$ cat config.mk
export PLATFORM = sky130hd
export DESIGN_NAME = drd_top
export DESIGN_NICKNAME = d
export VERILOG_FILES = /design/src/common/drd_pkg.sv /design/src/common/drd_chan_if.sv /design/src/drd_top.sv /design/src/drd_chan.sv
export SDC_FILE = /design/constraint.sdc
export NUM_CORES = 1
export LEC_CHECK = 0
export ABC_CLOCK_PERIOD_IN_PS = 5300
export BUFFER_PORTS_ARGS = -buffer_cell sky130_fd_sc_hd__buf_2
export CAP_MARGIN = 20
export CORE_MARGIN = 8
export CORE_UTILIZATION = 38
export DETAILED_ROUTE_END_ITERATION = 8
export PLACE_DENSITY = 0.62
export RECOVER_POWER = 100
export SYNTH_ARGS = -nofsm -noshare
export SYNTH_HDL_FRONTEND = slang
export SYNTH_SLANG_ARGS = --single-unit
$ cat constraint.sdc
create_clock -name clk -period 5.3 [get_ports clk]
set_input_delay 0.795 -clock clk [delete_from_list [all_inputs] [get_ports clk]]
set_output_delay 0.795 -clock clk [all_outputs]
set_load 0.05 [all_outputs]
$ cat src/common/drd_pkg.sv
// Purpose: Shared constants and types of the diagnostic trouble code reporter.
// Assumes: 10 MHz system clock, 8-bit word-aligned register addresses.
// Notes:   Times are kept in their own unit; only the 1 ms tick is converted to cycles here.
package drd_pkg;
	localparam int          CLK_NS       = 100;
	localparam int          T_TICK_NS    = 1000000;
	localparam int          TICK_CYC     = T_TICK_NS / CLK_NS;
	localparam int          PERIOD_MS    = 1000;
	localparam int          HOLDOFF_MS   = 5000;
	localparam int          NCH          = 4;
	localparam logic [7:0]  BCAST_ADDR   = 8'hff;
	// Register map.
	localparam logic [7:0]  A_CTRL       = 8'h00;
	localparam logic [7:0]  A_UV_THR     = 8'h04;
	localparam logic [7:0]  A_OV_THR     = 8'h08;
	localparam logic [7:0]  A_TEMP_THR   = 8'h0c;
	localparam logic [7:0]  A_STATUS     = 8'h10;
	localparam logic [1:0]  CH_REGION    = 2'b01;
	localparam logic [3:0]  CH_CFG       = 4'h0;
	localparam logic [3:0]  CH_ID        = 4'h4;
	localparam logic [3:0]  CH_DTC       = 4'h8;
	// Reset values.
	localparam logic [15:0] RST_UV_THR   = 16'h2328;
	localparam logic [15:0] RST_OV_THR   = 16'h7530;
	localparam logic [15:0] RST_TEMP_THR = 16'h007d;
	localparam logic [15:0] RST_DELAY    = 16'h03e8;
	localparam logic [18:0] BLANK_SPN    = 19'h00000;
	typedef enum logic [1:0] {
		MODE_OFF     = 2'b00,
		MODE_NOBLANK = 2'b01,
		MODE_NORMAL  = 2'b10
	} drd_mode_type;
	typedef enum logic [1:0] {
		LAMP_MIL     = 2'b00,
		LAMP_RED     = 2'b01,
		LAMP_AMBER   = 2'b10,
		LAMP_PROTECT = 2'b11
	} drd_lamp_type;
	typedef enum logic [1:0] {
		REQ_DM1  = 2'b00,
		REQ_DM2  = 2'b01,
		REQ_DM3  = 2'b10,
		REQ_DM11 = 2'b11
	} drd_req_type;
	typedef enum logic [1:0] {
		MSG_DM1     = 2'b00,
		MSG_DM1_BAM = 2'b01,
		MSG_DM1_TP  = 2'b10,
		MSG_DM2     = 2'b11
	} drd_msg_type;
	typedef enum logic {
		ST_IDLE = 1'b0,
		ST_SEND = 1'b1
	} drd_tx_state_type;
endpackage : drd_pkg

$ cat src/common/drd_chan_if.sv
// Purpose: Signals between the reporter core and one fault channel.
// Assumes: Both ends run on the same clock.
// Notes:   The ctrl modport belongs to the core, chan to the channel.
`timescale 1ns/1ps
interface drd_chan_if;
	logic        tick;
	logic        fault;
	logic        gen_en;
	logic        latch;
	logic [15:0] delay;
	logic        clr_act;
	logic        clr_prev;
	logic        id_wr;
	logic        active;
	logic        prev;
	logic [6:0]  oc;
	logic        rise;
	logic        fall;
	modport chan (
		input  tick, fault, gen_en, latch, delay, clr_act, clr_prev, id_wr,
		output active, prev, oc, rise, fall
	);
	modport ctrl (
		output tick, fault, gen_en, latch, delay, clr_act, clr_prev, id_wr,
		input  active, prev, oc, rise, fall
	);
endinterface : drd_chan_if

$ cat src/drd_top.sv
// Purpose: Diagnostic trouble code reporter: fault detection, DM1/DM2 framing.
// Assumes: Request decoding and CAN framing sit outside this block.
// Notes:   Summary of operation follows.
// Summary of operation
// - Supply checked against low/high limits, temperature against shutdown.
// - Mode setting suppresses all, drops blank-SPN codes, or sends normally.
// - A channel with its generation flag off adds nothing to DM1.
// - Trouble code bits 18..0 hold the SPN, least significant first.
// - Bits 23..19 hold the failure mode identifier.
// - Bit 24 is the conversion method bit, always zero.
// - Bits 31..25 hold the occurrence count.
// - The previously active list goes out only on request.
// - Previously active data is cleared only on a DM3 request or a write of the channel ID register.
// - Active data is cleared only on a DM11 request or a write of the channel ID register.
// - With any channel enabled, DM1 goes out every second.
// - With no active code, DM1 carries the no-active-faults content.
// - A code going inactive sends DM1 at once.
// - The last code going inactive sends an empty DM1 at once.
// - More than one active code makes the broadcast a BAM transfer.
// - A DM1 request with several codes gets a TP reply to the requester.
// - No DM1 broadcast within five seconds of power-up.
// - A code goes previously active on clearing, unless latched until DM11.
// - A fault must persist its delay before going active and counting.
// - Each active code sets its selected lamp in the lamp byte.
`timescale 1ns/1ps
module drd_top
	import drd_pkg::*;
#(
	parameter int TICK_CYCLES   = TICK_CYC,
	parameter int PERIOD_TICKS  = PERIOD_MS,
	parameter int HOLDOFF_TICKS = HOLDOFF_MS
)
(
	// Clock and reset.
	input  wire logic         clk,
	input  wire logic         rst,
	// Register port.
	input  wire logic [7:0]   addr,
	input  wire logic [31:0]  wdata,
	input  wire logic         wr,
	input  wire logic         rd,
	output logic      [31:0]  rdata,
	// Measurements and fault inputs.
	input  wire logic [15:0]  supply_mv,
	input  wire logic [15:0]  temp_code,
	input  wire logic         lost_comm,
	// Received diagnostic requests.
	input  wire logic         req_valid,
	input  wire logic [1:0]   req_kind,
	input  wire logic [7:0]   req_src,
	// Message to the transmitter.
	output logic              tx_valid,
	input  wire logic         tx_ready,
	output logic      [1:0]   tx_msg,
	output logic      [7:0]   tx_dest,
	output logic      [7:0]   tx_lamp,
	output logic      [2:0]   tx_count,
	output logic      [NCH-1:0] tx_mask,
	output logic      [127:0] tx_dtc
);
	////////////////////////////////////////////////////////////////////////
	logic [1:0]     mode_r;
	logic [15:0]    uv_thr_r;
	logic [15:0]    ov_thr_r;
	logic [15:0]    temp_thr_r;
	logic           lc_s1_r;
	logic           lc_s2_r;
	logic [NCH-1:0] fault;
	logic [NCH-1:0] gen_v;
	logic [NCH-1:0] latch_v;
	logic [NCH-1:0] active;
	logic [NCH-1:0] prev;
	logic [NCH-1:0] rise;
	logic [NCH-1:0] fall;
	logic [NCH-1:0] incl_a;
	logic [NCH-1:0] incl_p;
	logic [1:0]     lamp_v [NCH];
	logic [15:0]    dly_v [NCH];
	logic [23:0]    id_v [NCH];
	logic [31:0]    dtc_v [NCH];
	logic [7:0]     lampc_a [NCH];
	logic [7:0]     lampc_p [NCH];
	logic           ch_hit;
	logic           tick;
	logic           clr_act;
	logic           clr_prev;
	logic           sending;

	assign ch_hit   = addr[7:6] == CH_REGION;
	assign clr_act  = req_valid && req_kind == REQ_DM11;
	assign clr_prev = req_valid && req_kind == REQ_DM3;
	assign sending  = mode_r != MODE_OFF;

	////////////////////////////////////////////////////////////////////////
	// Fault sources: undervoltage, overvoltage, temperature, lost link.
	always_ff @(posedge clk)
	begin
		if (rst)
		begin
			lc_s1_r <= 1'b0;
			lc_s2_r <= 1'b0;
		end
		else
		begin
			lc_s1_r <= lost_comm;
			lc_s2_r <= lc_s1_r;
		end
	end

	assign fault[0] = supply_mv < uv_thr_r;
	assign fault[1] = supply_mv > ov_thr_r;
	assign fault[2] = temp_code > temp_thr_r;
	assign fault[3] = lc_s2_r;

	////////////////////////////////////////////////////////////////////////
	// Global registers.
	always_ff @(posedge clk)
	begin
		if (rst)
		begin
			mode_r     <= MODE_NORMAL;
			uv_thr_r   <= RST_UV_THR;
			ov_thr_r   <= RST_OV_THR;
			temp_thr_r <= RST_TEMP_THR;
		end
		else if (wr)
		begin
			case (addr)
				A_CTRL:     mode_r     <= wdata[1:0];
				A_UV_THR:   uv_thr_r   <= wdata[15:0];
				A_OV_THR:   ov_thr_r   <= wdata[15:0];
				A_TEMP_THR: temp_thr_r <= wdata[15:0];
				default:    mode_r     <= mode_r;
			endcase
		end
	end

	////////////////////////////////////////////////////////////////////////
	// Per-channel configuration, trouble code and lamp contribution.
	genvar i;
	for (i = 0; i < NCH; i++)
	begin : g_ch
		logic        gen_r;
		logic        latch_r;
		logic [1:0]  lamp_r;
		logic [15:0] dly_r;
		logic [18:0] spn_r;
		logic [4:0]  fmi_r;
		logic        sel;
		logic        spn_ok;
		logic [7:0]  lbit;
		drd_chan_if  cif();

		assign sel = ch_hit && wr && addr[5:4] == 2'(i);

		always_ff @(posedge clk)
		begin
			if (rst)
			begin
				gen_r   <= 1'b0;
				latch_r <= 1'b0;
				lamp_r  <= LAMP_AMBER;
				dly_r   <= RST_DELAY;
				spn_r   <= 19'(32'h0007ff00 + i);
				fmi_r   <= 5'h01;
			end
			else if (sel && addr[3:0] == CH_CFG)
			begin
				gen_r   <= wdata[0];
				latch_r <= wdata[1];
				lamp_r  <= wdata[3:2];
				dly_r   <= wdata[31:16];
			end
			else if (sel && addr[3:0] == CH_ID)
			begin
				spn_r <= wdata[18:0];
				fmi_r <= wdata[23:19];
			end
		end

		assign cif.tick     = tick;
		assign cif.fault    = fault[i];
		assign cif.gen_en   = gen_r;
		assign cif.latch    = latch_r;
		assign cif.delay    = dly_r;
		assign cif.clr_act  = clr_act;
		assign cif.clr_prev = clr_prev;
		assign cif.id_wr    = sel && addr[3:0] == CH_ID;

		drd_chan u_chan (
			.clk (clk),
			.rst (rst),
			.ch  (cif.chan)
		);

		assign spn_ok    = mode_r != MODE_NOBLANK || spn_r != BLANK_SPN;
		assign incl_a[i] = cif.active && gen_r && spn_ok;
		assign incl_p[i] = cif.prev && gen_r && spn_ok;
		assign lbit      = 8'(8'h01 << {~lamp_r, 1'b0});
		assign lampc_a[i] = incl_a[i] ? lbit : 8'h00;
		assign lampc_p[i] = incl_p[i] ? lbit : 8'h00;
		assign gen_v[i]  = gen_r;
		assign latch_v[i] = latch_r;
		assign lamp_v[i] = lamp_r;
		assign dly_v[i]  = dly_r;
		assign id_v[i]   = {fmi_r, spn_r};
		assign dtc_v[i]  = {cif.oc, 1'b0, fmi_r, spn_r};
		assign active[i] = cif.active;
		assign prev[i]   = cif.prev;
		assign rise[i]   = cif.rise;
		assign fall[i]   = cif.fall;
	end

	////////////////////////////////////////////////////////////////////////
	// Lamp bytes and code counts.
	logic [7:0] lamp_a;
	logic [7:0] lamp_p;
	logic [2:0] cnt_a;
	logic [2:0] cnt_p;

	always_comb
	begin
		lamp_a = 8'h00;
		lamp_p = 8'h00;
		cnt_a  = 3'h0;
		cnt_p  = 3'h0;
		for (int k = 0; k < NCH; k++)
		begin
			lamp_a = lamp_a | lampc_a[k];
			lamp_p = lamp_p | lampc_p[k];
			cnt_a  = cnt_a + 3'(incl_a[k]);
			cnt_p  = cnt_p + 3'(incl_p[k]);
		end
	end

	////////////////////////////////////////////////////////////////////////
	// 1 ms tick, power-up hold-off and the one-second period.
	logic [23:0] tick_cnt_r;
	logic [15:0] hold_cnt_r;
	logic [15:0] per_cnt_r;
	logic        hold_done_r;
	logic        hold_end;
	logic        per_due;
	logic        any_gen;

	assign tick     = tick_cnt_r == 24'(TICK_CYCLES - 1);
	assign hold_end = tick && !hold_done_r &&
		hold_cnt_r == 16'(HOLDOFF_TICKS - 1);
	assign any_gen  = |gen_v;
	assign per_due  = hold_done_r && any_gen && tick &&
		per_cnt_r == 16'(PERIOD_TICKS - 1);

	always_ff @(posedge clk)
	begin
		if (rst || tick)
			tick_cnt_r <= 24'h000000;
		else
			tick_cnt_r <= tick_cnt_r + 24'h000001;
	end

	always_ff @(posedge clk)
	begin
		if (rst)
		begin
			hold_cnt_r  <= 16'h0000;
			hold_done_r <= 1'b0;
		end
		else if (tick && !hold_done_r)
		begin
			hold_cnt_r  <= hold_cnt_r + 16'h0001;
			hold_done_r <= hold_end;
		end
	end

	always_ff @(posedge clk)
	begin
		if (rst || !hold_done_r || !any_gen || per_due)
			per_cnt_r <= 16'h0000;
		else if (tick)
			per_cnt_r <= per_cnt_r + 16'h0001;
	end

	////////////////////////////////////////////////////////////////////////
	// Pending messages. A new event wins over the service of the old one.
	drd_tx_state_type st_r;
	logic       pend_b_r;
	logic       pend_r1_r;
	logic       pend_r2_r;
	logic [7:0] src1_r;
	logic [7:0] src2_r;
	logic       bcast_set;
	logic       load;
	logic       sel_r1;
	logic       sel_r2;

	assign bcast_set = sending && any_gen && (hold_end ||
		(hold_done_r && (per_due || |rise || |fall)));
	assign load   = st_r == ST_IDLE && (pend_b_r || pend_r1_r || pend_r2_r);
	assign sel_r1 = pend_r1_r;
	assign sel_r2 = !pend_r1_r && pend_r2_r;

	always_ff @(posedge clk)
	begin
		if (rst)
		begin
			pend_b_r  <= 1'b0;
			pend_r1_r <= 1'b0;
			pend_r2_r <= 1'b0;
		end
		else
		begin
			pend_b_r  <= bcast_set ||
				(pend_b_r && !(load && !sel_r1 && !sel_r2));
			pend_r1_r <= (sending && req_valid && req_kind == REQ_DM1) ||
				(pend_r1_r && !(load && sel_r1));
			pend_r2_r <= (sending && req_valid && req_kind == REQ_DM2) ||
				(pend_r2_r && !(load && sel_r2));
		end
	end

	always_ff @(posedge clk)
	begin
		if (rst)
		begin
			src1_r <= BCAST_ADDR;
			src2_r <= BCAST_ADDR;
		end
		else if (req_valid && req_kind == REQ_DM1)
			src1_r <= req_src;
		else if (req_valid && req_kind == REQ_DM2)
			src2_r <= req_src;
	end

	////////////////////////////////////////////////////////////////////////
	// Transmit hand-off: a snapshot held until the transmitter takes it.
	always_ff @(posedge clk)
	begin
		if (rst)
			st_r <= ST_IDLE;
		else
		begin
			case (st_r)
				ST_IDLE: if (load) st_r <= ST_SEND;
				ST_SEND: if (tx_ready) st_r <= ST_IDLE;
				default: st_r <= ST_IDLE;
			endcase
		end
	end

	always_ff @(posedge clk)
	begin
		if (rst)
		begin
			tx_msg   <= MSG_DM1;
			tx_dest  <= BCAST_ADDR;
			tx_lamp  <= 8'h00;
			tx_count <= 3'h0;
			tx_mask  <= '0;
			tx_dtc   <= '0;
		end
		else if (load)
		begin
			if (sel_r2)
			begin
				tx_msg   <= MSG_DM2;
				tx_dest  <= src2_r;
				tx_lamp  <= lamp_p;
				tx_count <= cnt_p;
				tx_mask  <= incl_p;
			end
			else
			begin
				if (cnt_a > 3'h1)
					tx_msg <= sel_r1 ? MSG_DM1_TP : MSG_DM1_BAM;
				else
					tx_msg <= MSG_DM1;
				tx_dest  <= sel_r1 ? src1_r : BCAST_ADDR;
				tx_lamp  <= lamp_a;
				tx_count <= cnt_a;
				tx_mask  <= incl_a;
			end
			for (int k = 0; k < NCH; k++)
				tx_dtc[32*k +: 32] <= (sel_r2 ? incl_p[k] : incl_a[k]) ?
					dtc_v[k] : 32'h00000000;
		end
	end

	assign tx_valid = st_r == ST_SEND;

	////////////////////////////////////////////////////////////////////////
	// Register read, answered in the following cycle.
	always_ff @(posedge clk)
	begin
		if (rst)
			rdata <= 32'h00000000;
		else if (rd)
		begin
			if (ch_hit)
			begin
				case (addr[3:0])
					CH_CFG:  rdata <= {dly_v[addr[5:4]], 12'h000,
						lamp_v[addr[5:4]], latch_v[addr[5:4]],
						gen_v[addr[5:4]]};
					CH_ID:   rdata <= {8'h00, id_v[addr[5:4]]};
					CH_DTC:  rdata <= dtc_v[addr[5:4]];
					default: rdata <= 32'h00000000;
				endcase
			end
			else
			begin
				case (addr)
					A_CTRL:     rdata <= {30'h0, mode_r};
					A_UV_THR:   rdata <= {16'h0000, uv_thr_r};
					A_OV_THR:   rdata <= {16'h0000, ov_thr_r};
					A_TEMP_THR: rdata <= {16'h0000, temp_thr_r};
					A_STATUS:   rdata <= {22'h0, tx_valid, hold_done_r,
						prev, active};
					default:    rdata <= 32'h00000000;
				endcase
			end
		end
	end
endmodule : drd_top

$ cat src/drd_chan.sv
// Purpose: One diagnostic channel: persistence timer, state, occurrence count.
// Assumes: tick is a one-cycle 1 ms enable.
// Notes:   rise and fall are one-cycle pulses on code state changes.
`timescale 1ns/1ps
module drd_chan
	import drd_pkg::*;
(
	// Clock and reset.
	input  wire logic clk,
	input  wire logic rst,
	// Core side.
	drd_chan_if.chan  ch
);
	logic [15:0] cnt_r;
	logic        persist;
	logic        drop;

	assign persist = ch.gen_en && ch.fault && !ch.active &&
		cnt_r == ch.delay;
	assign drop    = ch.active && (!ch.gen_en || ch.clr_act ||
		(!ch.fault && !ch.latch));

	always_ff @(posedge clk)
	begin
		if (rst || !ch.fault || ch.active || !ch.gen_en)
			cnt_r <= 16'h0000;
		else if (ch.tick && cnt_r != ch.delay)
			cnt_r <= cnt_r + 16'h0001;
	end

	always_ff @(posedge clk)
	begin
		if (rst)
			ch.active <= 1'b0;
		else if (persist)
			ch.active <= 1'b1;
		else if (drop)
			ch.active <= 1'b0;
	end

	// A code that just went inactive wins over a clear in the same cycle.
	always_ff @(posedge clk)
	begin
		if (rst)
			ch.prev <= 1'b0;
		else if (drop)
			ch.prev <= 1'b1;
		else if (persist || ch.clr_prev)
			ch.prev <= 1'b0;
	end

	always_ff @(posedge clk)
	begin
		if (rst)
			ch.oc <= 7'h00;
		else if (persist)
			ch.oc <= (ch.oc == 7'h7f) ? ch.oc : ch.oc + 7'h01;
		else if (ch.id_wr || (ch.clr_act && ch.active) ||
			(ch.clr_prev && ch.prev && !ch.active))
			ch.oc <= 7'h00;
	end

	always_ff @(posedge clk)
	begin
		if (rst)
		begin
			ch.rise <= 1'b0;
			ch.fall <= 1'b0;
		end
		else
		begin
			ch.rise <= persist;
			ch.fall <= drop;
		end
	end
endmodule : drd_chan

Yosys cells after proc, flatten, opt, wreduce, memory -nomap -nowiden
Cells that the tools add are included.
W data, S select, Z words.
- $add $sub $neg: 17
- magnitude comparators: 6
- equality and inequality tests: 33
- shift-type cells: 4
- multiplexer cells: 74
- bitwise logic cells: 17
- reductions and logical operators: 197
- operators with widths (cell ; count):
    $mux W32 ; 7
    $add A16 B1 Y16 const B ; 6
    $pmux W32 S3 ; 1
    $logic_and A1 B1 Y1 ; 89
    $mux W8 ; 11
    $mux W7 ; 12
    $pmux W16 S5 ; 1
    $reduce_bool A19 Y1 ; 4
    $bmux W32 S2 ; 1
    $eq A16 B16 Y1 ; 4
    $ne A16 B16 Y1 ; 4
    $bmux W24 S2 ; 1
    $logic_or A1 B1 Y1 ; 48
    $mux W24 ; 2
    $or A8 B8 Y8 ; 6
    $bmux W16 S2 ; 1
    $gt A16 B16 Y1 ; 2
    $mux W16 ; 2
    $shl A1 B3 Y8 const A ; 4
    $add A7 B1 Y7 const B ; 4
    $eq A7 B7 Y1 const B ; 4
    $reduce_and A2 Y1 ; 13
    $reduce_bool A2 Y1 ; 13
    $add A24 B1 Y24 const B ; 1
    34 further kinds ; 107
- flip-flop bits (word level): 598
- input bits: 89

Depth between registers and ports, before layout
Gate-level depths: netlist of run 1.
- word-level depth: 10
- mapped depth: 13
- depth with buffers taken out: 13

By module
From an unflattened synthesis of run 1, not the netlist that was laid out.
- cell total of the unflattened synthesis: 3063
- area total of the unflattened synthesis: 26884.5 sq um
- by module, submodules not included (module ; times used ; cells each ; area each (sq um) ; seq. area each (sq um)):
    drd_top ; 1 ; 2347 ; 20923.8 ; 9649.3
    drd_chan ; 4 ; 179 ; 1490.2 ; 540.5

Worst setup path after synthesis of run 1
OpenSTA, ideal clock, no wires.
- path kind: input -> register
- start point: input port supply_mv[11]
- end point: register g_ch[0].u_chan.ch.rise
- data arrival time: 2.662 ns
- data required time: 5.233 ns
- setup slack: 2.570 ns
- cell stages on the path: 9
- buffers on the path: 2
- path through: ha_1 -> and3_1 -> a221o_1 -> a21oi_1 -> o21ai_1 -> or3b_1 -> clkbuf_1 -> buf_2 -> nor2_1
- longest elaborated chain between the ends: 4
- RTL lines (element ; line ; text):
    from (decl) ; drd_top.sv:44 ; input wire logic [15:0] supply_mv,
    $lt A16 B16 Y1 ; drd_top.sv:110 ; assign fault[0] = supply_mv < uv_thr_r;
    $logic_and A1 B1 Y1 (3 in series) ; drd_chan.sv:18 ; assign persist = ch.gen_en && ch.fault && !ch.active &&
    to (signal assigned) ; drd_chan.sv:72 ; ch.rise <= persist;
    to (decl) ; drd_chan_if.sv:21 ; output active, prev, oc, rise, fall
Every way passes these cells.
A chain may end at the register's enable or synchronous reset.

Final worst setup path of run 1
- start point: register ov_thr_r[13]
- end point: register g_ch[1].u_chan.ch.oc[0]
- longest elaborated chain between the ends: 6
- RTL lines (element ; line ; text):
    from (decl) ; drd_top.sv:64 ; logic [15:0] ov_thr_r;
    from (signal assigned) ; drd_top.sv:131 ; A_OV_THR: ov_thr_r <= wdata[15:0];
    $gt A16 B16 Y1 (*) ; drd_top.sv:111 ; assign fault[1] = supply_mv > ov_thr_r;
    $logic_and A1 B1 Y1 (*) (3 in series) ; drd_chan.sv:18 ;
    $ne A2 B2 Y1 (no line) / $reduce_bool A2 Y1 (equally long branches) ; -- ;
    $reduce_and A2 Y1 (no line) ; -- ;
    to (signal assigned) ; drd_chan.sv:57 ; ch.oc <= (ch.oc == 7'h7f) ? ch.oc : ch.oc + 7'h01;
    to (decl) ; drd_chan_if.sv:21 ;
Every way passes the cells marked *; elsewhere a longest branch is shown, timed or not.

==> results, run 1 <==
- The first-pass GRT wire length is 136 mm.
- The post-detailed-route count of antenna-violating nets is 0.
- Measured along the x axis, the die boundary spans 280 um.
- The endpoint kind of the worst setup timing path is a flip-flop.
- The number of hold buffers added after CTS was 0.
- The synthesized area per cell is 8.57 um^2.
- Setup repair after global routing left no endpoint under its margin.
- The final count of pins violating max slew is 253.
- Summing every instance area after synthesis gives 0.0266 mm^2.
- The number of storage elements in the synthesis netlist is 590.
- In the layout the commonest cells are sky130_fd_sc_hd__nand2_1 (635), sky130_fd_sc_hd__dfxtp_1 (590), sky130_fd_sc_hd__a21oi_1 (287).
- The number of different library cells in the post-synthesis netlist is 77.
- The clock reaches the later pin of the worst-skew pair after 0.64 ns.
- In the final routed layout, each cell accounts on average for 21.3 um.
- The run finished, with violations left.
- The number of detailed-route iterations in the first pass is 8.
- The starting density of the core is 38.2%.
- The final reports fail on max-capacitance violations, max-slew violations.
- The post-synthesis instance total is 3102.
- For this design, the sink count on the clock tree is 590.
- The final worst-path setup slack is 1.32 ns.
- The total half-perimeter wirelength after legalization and detailed placement is 65.6 mm.
- With fillers left out, the area of the finished cells amounts to 0.0304 mm^2.
- After floorplanning, the core was divided into 97 placement rows.
- The maximum achievable frequency is 251 MHz.
- Counting flops with a built-in enable in the synthesized netlist gives 0.
- The post-CTS setup repair buffer count is 0.
- The fraction of layout cells with a size suffix above 1 is 8.64%.
- The floorplan step defined a core boundary enclosing 0.0697 mm^2.
- The biggest fanout along the worst timing path is 6.
- For hold timing, the worst endpoint is src1_r[1].
- The initial antenna violation count is 6.
- For the final routed database, the setup TNS stands at 0 ns.
- The data arrival time of the critical path is 4.54 ns.
- The count of buffers added on input and output ports is 266.
- The count of endpoints failing setup in the final report is 0.
- The cell sitting at the root of the clock tree is a sky130_fd_sc_hd__clkbuf_16.
- The analysis attributes to cell leakage a power of 11.1 nW.
- VDD sags by at most 0.228 mV.
- Across every metal layer, demand over resource in global routing totals 22.1%.
- In this run the worst hold path is classified as primary input to flip-flop.
- The count of nets after finishing is 3416.
- At the pin with the least slew margin, the transition time is 2.39 ns.
- Global routing finished with a remaining overflow of 0.
- The clock-pin slew on the worst setup and hold paths is 0.06 ns.
- The post-CTS resize count is 0.
- In this run the cell area measured after placement is 0.0286 mm^2.
- The max-capacitance violation count is 5.
- Headroom to the max-slew limit came out at -59.1%.
- Sequential cells were found to cover 44.4% of the synthesized design area.
- The number of endpoints with negative hold slack in the final report is 0.
- The launch instance of the worst min-delay path is req_src[1].
- 275 I/O pins were placed.
- By area the synthesized netlist is led by sky130_fd_sc_hd__dfxtp_1 (44%), sky130_fd_sc_hd__nand2_1 (9.0%), sky130_fd_sc_hd__a21oi_1 (5.4%).
- The clock period could shrink to 3.98 ns.
- Power spread over the standard cell area amounts to 314 mW/mm^2.
- The number of cell instances on the worst register-to-register path is 9.
- TritonCTS built the clock tree.
- The die height is 280 um.
- The final routed wirelength across all metal layers is 90.9 mm.
- The floorplan step defined a die boundary enclosing 0.0787 mm^2.
- The synthesized design devotes to its leading area cell type 44.4% of total area.
- The worst hold path passes through 2 cells.
- The reg-to-reg startpoint is ov_thr_r[13].
- Clock skew on the completed layout was measured at 0.0253 ns.
- After synthesis, the share of flip-flops with an asynchronous set or reset is 0%.
- The setup slack on the worst flop-to-flop path is 1.32 ns.
- The via-per-instance ratio is 5.51.
- At the placement stage, the worst setup path has a slack of 1.74 ns.
- Among all flip-flop cells after synthesis, the most frequent one is sky130_fd_sc_hd__dfxtp_1.
- Summed over all instances, the cell type with the most area after synthesis is sky130_fd_sc_hd__dfxtp_1.
- Data on the critical path is required at its endpoint by 5.86 ns.
- The kind of start point of the critical path is a flip-flop.
- Entering global routing, the biggest net connects 115 pins.
- The number of DRC markers after the initial detailed-route iteration is 2416.
- The most common library cell in the layout ignoring fill and taps is sky130_fd_sc_hd__nand2_1.
- The maximum buffer depth of the clock tree is 3.
- The Yosys warning count is 0.
- The post-route DRC violation count is 0.
- The last weighted congestion value of the routability-driven placer is 0.900.
- The classification of the worst setup path is flip-flop to flip-flop.
- The via count of the first global-routing pass is 21834.
- The routed layout has 23467 vias.
- Clock tree synthesis inserted a total of 59 buffers.
- In this run the critical register-to-register path is captured at g_ch[1].u_chan.ch.oc[0].
- Relative to the synthesized area, the layout overhead comes to 14.3%.
- The share of the clock period used by the worst path after layout is 75.0%.
- The total number of H-tree levels is 2.
==> layer usage <==
metal  GRT usage, %  vias up  routed length (um)
met1           30.4    11226               39700
met3           4.65      171                7660
li1               -    11128                   -
met2           33.3      942               39800
met4           9.06        0                3630
met5              0        -                   0
==> worst max-delay path, stage by stage (launching register included) <==
cell,delay (ns)
sky130_fd_sc_hd__dfxtp_1,0.36
sky130_fd_sc_hd__inv_1,0.07
sky130_fd_sc_hd__ha_1,0.28
sky130_fd_sc_hd__a21o_1,0.16
sky130_fd_sc_hd__a21oi_1,0.15
sky130_fd_sc_hd__nor2b_1,0.08
sky130_fd_sc_hd__a2111oi_0,1.47
sky130_fd_sc_hd__a2111oi_0,0.66
sky130_fd_sc_hd__or3_1,0.53
sky130_fd_sc_hd__o21ai_0,0.16
==> cells in the mapped netlist, types with 34 or more instances <==
cell type,n
sky130_fd_sc_hd__nor2_1,219
sky130_fd_sc_hd__nand4_1,47
sky130_fd_sc_hd__nand3_1,125
sky130_fd_sc_hd__nand2_1,635
sky130_fd_sc_hd__xnor2_1,43
sky130_fd_sc_hd__clkbuf_1,157
sky130_fd_sc_hd__mux4_2,51
sky130_fd_sc_hd__ha_1,63
sky130_fd_sc_hd__a22o_1,58
sky130_fd_sc_hd__a21oi_1,287
sky130_fd_sc_hd__nor3_1,38
sky130_fd_sc_hd__inv_1,90
sky130_fd_sc_hd__nand3b_1,98
sky130_fd_sc_hd__and3_1,38
sky130_fd_sc_hd__dfxtp_1,590
sky130_fd_sc_hd__nor4_1,34
sky130_fd_sc_hd__o21ai_0,46
sky130_fd_sc_hd__xor2_1,117
==> metrics by stage <==
step | util, % | cells | hold slack, ns | power (mW)
floorplan | - | 3109 | 0.414 | 4.86
global placement | 41.0 | 4140 | 0.437 | 5.01
detailed placement | 41.0 | 4140 | 0.432 | 5.01
CTS | 44.1 | 4250 | 0.358 | 9.59
global route | 43.6 | 4256 | 0.375 | 9.79
finish | 43.6 | 4259 | 0.384 | 9.53
==> worst max-delay path by stage <==
| stage | startpoint | to | slack [ns] |
|---|---|---|---|
| after floorplan | supply_mv[11] | g_ch[0].u_chan.ch.rise | 2.57 |
| after global placement | temp_code[1] | g_ch[2].u_chan.cnt_r[0] | 1.77 |
| after detailed placement | temp_code[1] | g_ch[2].u_chan.cnt_r[4] | 1.74 |
| after CTS | temp_thr_r[1] | g_ch[2].u_chan.cnt_r[13] | 2.16 |
| after global routing | ov_thr_r[13] | g_ch[1].u_chan.ch.oc[0] | 1.0 |
| final | ov_thr_r[13] | g_ch[1].u_chan.ch.oc[0] | 1.32 |
==> sequential cells by signal, summed over array words and instances (netlist names), 20 cells and up <==
register           cells
g_ch.cif.delay        64
g_ch.fmi_r            20
g_ch.spn_r            76
g_ch.u_chan.ch.oc     28
g_ch.u_chan.cnt_r     64
rdata                 32
tick_cnt_r            24
tx_dtc               124
==> report_power, final <==
group | internal (mW) | switching, mW
Clock | 2.75 | 1.86
Combinational | 0.119 | 0.315
Sequential | 4.46 | 0.0214
==> cell type report <==
| class | count | area [um^2] |
|---|---|---|
| clock inverters | 28 | 410 |
| multi-input cells | 2222 | 13600 |
| well taps | 940 | 1180 |
| fillers | 7068 | 39300 |
| inverters | 91 | 342 |
| clock buffers | 82 | 1720 |
| diodes | 8 | 20.0 |
| flip-flops and latches | 590 | 11800 |
| repair buffers | 298 | 1330 |
==> cell families (layout without fill, tap and decap cells) <==
| group | count (synthesis) | count (layout) | synth area share [%] |
|---|---|---|---|
| flip-flops | 590 | 590 | 44.4 |
| other | 1 | 16 | 0.0141 |
| buffers and inverters | 297 | 499 | 4.47 |
| adder cells (fa/ha/maj) | 65 | 65 | 3.12 |
| XOR/XNOR | 160 | 160 | 5.27 |
| AND/OR/NAND/NOR | 1360 | 1360 | 24.2 |
| multiplexers | 65 | 65 | 4.86 |
| AO/OA/AOI/OAI | 564 | 564 | 13.6 |
Power figures use the tool's default switching activity.
==> run 2, diff against run 1 <==
--- a/config.mk
+++ b/config.mk
@@ -5,7 +5,7 @@
 export SDC_FILE = /design/constraint.sdc
 export NUM_CORES = 1
 export LEC_CHECK = 0
-export ABC_CLOCK_PERIOD_IN_PS = 5300
+export ABC_CLOCK_PERIOD_IN_PS = 4100
 export BUFFER_PORTS_ARGS = -buffer_cell sky130_fd_sc_hd__buf_2
 export CAP_MARGIN = 20
 export CORE_MARGIN = 8
==> constraint.sdc (replaced) <==
create_clock -name clk -period 4.1 [get_ports clk]
set_input_delay 0.615 -clock clk [delete_from_list [all_inputs] [get_ports clk]]
set_output_delay 0.615 -clock clk [all_outputs]
set_load 0.05 [all_outputs]
==> run 2 against run 1 <==
  * Sequential share of layout area fell by 0.24 points
  * Critical path type is now primary input to flip-flop
  * Largest power group unchanged
  * The flow still finishes with violations (max-capacitance violations, max-slew violations)
  * Cell count increased by 0.16%
  * Sequential cell count stayed put
  * Utilization grew 0.27 points
  * Critical endpoint is now tx_dtc[21]
==> results, run 2 (synthesized netlist as in run 1, its figures left out) <==
- The post-detailed-route count of antenna-violating nets is 0.
- The routed length per placed instance is 21.2 um.
- The count of nets after finishing is 3423.
- The post-CTS resize count is 0.
- For this block, the initial DRC count from the detailed router was 2372.
- The final routed wirelength across all metal layers is 90.6 mm.
- The classification of the worst setup path is primary input to flip-flop.
- The highest ir drop seen on vdd is 0.314 mV.
- Counting the buffers created by CTS gives 61.
- The flip-flop count of the largest register after layout is 124.
- The region available for standard cell placement spans 0.0697 mm^2.
- Registers take 0.0118 mm^2.
- The hold buffer count at CTS is 0.
- STA classifies the critical path startpoint as a primary input.
- The worst path in the final design needs a cycle of 3.52 ns, including I/O delays and setup.
- After clock tree synthesis, the clock-pin slew on the worst setup and hold paths is 0.06 ns.
- For the worst setup path, the data arrival time is 4.10 ns.
- The area growth from synthesis to layout is 15.0%.
- For this design, the sink count on the clock tree is 590.
- The most common library cell in the layout ignoring fill and taps is sky130_fd_sc_hd__nand2_1.
- The filler cell count in the final layout is 6960.
- 275 I/O pins were placed.
- The worst hold margin is 0.208 ns.
- The total power per unit cell area is 404 mW/mm^2.
- The count of buffers from port buffering is 266.
- The relative max-transition margin is -92.2%.
- In this run the post-CTS setup repair buffer count came out at 0.
- The total negative slack for setup checks is 0 ns.
- The post-route non-filler standard cell count is 4266.
- For this run the aggregate overflow at the end of global routing stands at 0.
- In the routed layout, each cell is associated on average with a via count of 5.48.
- The clock insertion delay at the later pin of the skew report is 0.64 ns.
- Including well taps, the total number of placed cells is 4146.
- Leaving out fill and tap cells, the most frequent cells in the layout are sky130_fd_sc_hd__nand2_1 (635), sky130_fd_sc_hd__dfxtp_1 (590), sky130_fd_sc_hd__a21oi_1 (287).
- Entering global routing, the biggest net connects 180 pins.
- TritonCTS built the clock tree.
- The post-route DRC violation count is 0.
- The core utilization of the finished layout is 43.9%.
- For hold timing, the worst endpoint is src2_r[1].
- Summed over all cells, the static leakage comes to 11.3 nW.
- The number of cells on the worst reg-to-reg path is 5.
- Setup repair after global routing left no endpoint under its margin.
- The worst min-delay path class is primary input to flip-flop.
- The largest register by flop count is tx_dtc.
- For the final database, setup skew stands at 0.0430 ns.
- The worst register-to-register path ends at tx_dtc[92].
- The number of endpoints with negative hold slack in the final report is 0.
- In this design, the stage delay of the slowest critical-path cell is 1.33 ns.
- The count of endpoints failing setup in the final report is 0.
- The die covers 0.0787 mm^2.
- The biggest fanout along the worst timing path is 132.
- The final route contains 23378 vias.
- The total number of H-tree levels is 2.
- The via count of the first global-routing pass is 21796.
- STA classifies the critical path endpoint as a flip-flop.
- The total half-perimeter wirelength after legalization and detailed placement is 65.8 mm.
- The final total power is 12.4 mW.
- The worst hold path passes through 2 cells.
- The flow ran to the end, but the final reports show violations.
- The tree is rooted in a sky130_fd_sc_hd__clkbuf_16.
- The multi-input combinational cells in the finished layout cover a total of 0.0136 mm^2.
- The aggregate global-route resource usage is 22.0%.
- The final count of pins violating max slew is 264.
- At the pin with the least slew margin, the transition time is 2.88 ns.
- For flop-to-flop paths, the worst setup slack is 0.72 ns.
- The launch instance of the worst min-delay path is req_src[1].
- The slowest stage cell on the critical path is sky130_fd_sc_hd__clkbuf_2.
- Traced cell by cell, the critical path runs through clkbuf_2 -> nor2_4 -> buf_12 -> clkbuf_1 -> a22o_1.
- The first global-routing pass estimated 136 mm of wire.
- Row generation in the floorplan step produced 97 rows.
- The largest registers in the layout are tx_dtc (124), g_ch.spn_r (76).
- The share of the clock period used by the worst path after layout is 85.7%.
- The maximum achievable frequency is 284 MHz.
- The starting density of the core is 38.2%.
- Before antenna repair, the detailed router went through 6 iterations.
- The die height is 280 um.
- The initial antenna violation count is 10.
- The post-route netlist has 9.31% of its cells at a drive strength greater than 1.
- The final reports fail on max-capacitance violations, max-slew violations.
- The horizontal die dimension is 280 um.
- At the end of routability-driven placement, the weighted congestion stood at 0.886.
- The maximum buffer depth of the clock tree is 3.
- The max-capacitance violation count is 3.
- The required arrival time at the worst endpoint is 4.68 ns.
- In this run the critical register-to-register path is launched from pend_r2_r.
-- run 2: where the power goes --
part	internal [mW]	total, mW	switching (mW)
sequential	5.77	5.79	0.0273
clock	3.58	6.00	2.43
combinational	0.158	0.568	0.410
-- run 2: worst max-delay path by stage --
stage	from	end	slack, ns	cells after the start
final	rst	tx_dtc[21]	0.58	5
after global routing	rst	tx_dtc[21]	0.43	5
after CTS	temp_thr_r[10]	g_ch[2].u_chan.cnt_r[3]	0.98	9
after detailed placement	temp_code[11]	g_ch[2].u_chan.cnt_r[13]	0.66	9
after global placement	temp_code[1]	g_ch[2].u_chan.cnt_r[3]	0.73	9
after floorplan	supply_mv[11]	g_ch[0].u_chan.ch.rise	1.55	9
-- run 2: critical path, delay by kind of cell --
| kind | cells | cell delay, ns |
|---|---|---|
| simple gates | 1 | 0.91 |
| buf+inv | 3 | 2.17 |
| compound gates | 1 | 0.25 |
-- run 2: stage by stage --
stage	worst slack, ns	instance area, um^2
finish	0.585	30600
global route	0.429	30600
CTS	0.979	30800
detailed placement	0.661	28600
global placement	0.735	28600
floorplan	1.55	26600
-- run 2: area by class of cell --
class / count / share of cell area (%)
Multi-Input combinational cell: 2222 / 44.6
Sequential cell: 590 / 38.6
Clock buffer: 86 / 5.92
Timing Repair Buffer: 303 / 4.59
Tap cell: 940 / 3.85
Clock inverter: 26 / 1.26
Inverter: 91 / 1.12
Antenna cell: 8 / 0.0655
-- run 2: layer usage --
| metal | wire [um] | GRT usage (%) | share of wire [%] | vias up |
|---|---|---|---|---|
| met1 | 40000 | 30.8 | 44 | 11182 |
| met3 | 7670 | 4.56 | 8.5 | 127 |
| met2 | 40500 | 33.6 | 45 | 924 |
| met5 | 21 | 0 | 0.023 | - |
| li1 | - | - | - | 11141 |
| met4 | 2410 | 6.91 | 2.7 | 4 |
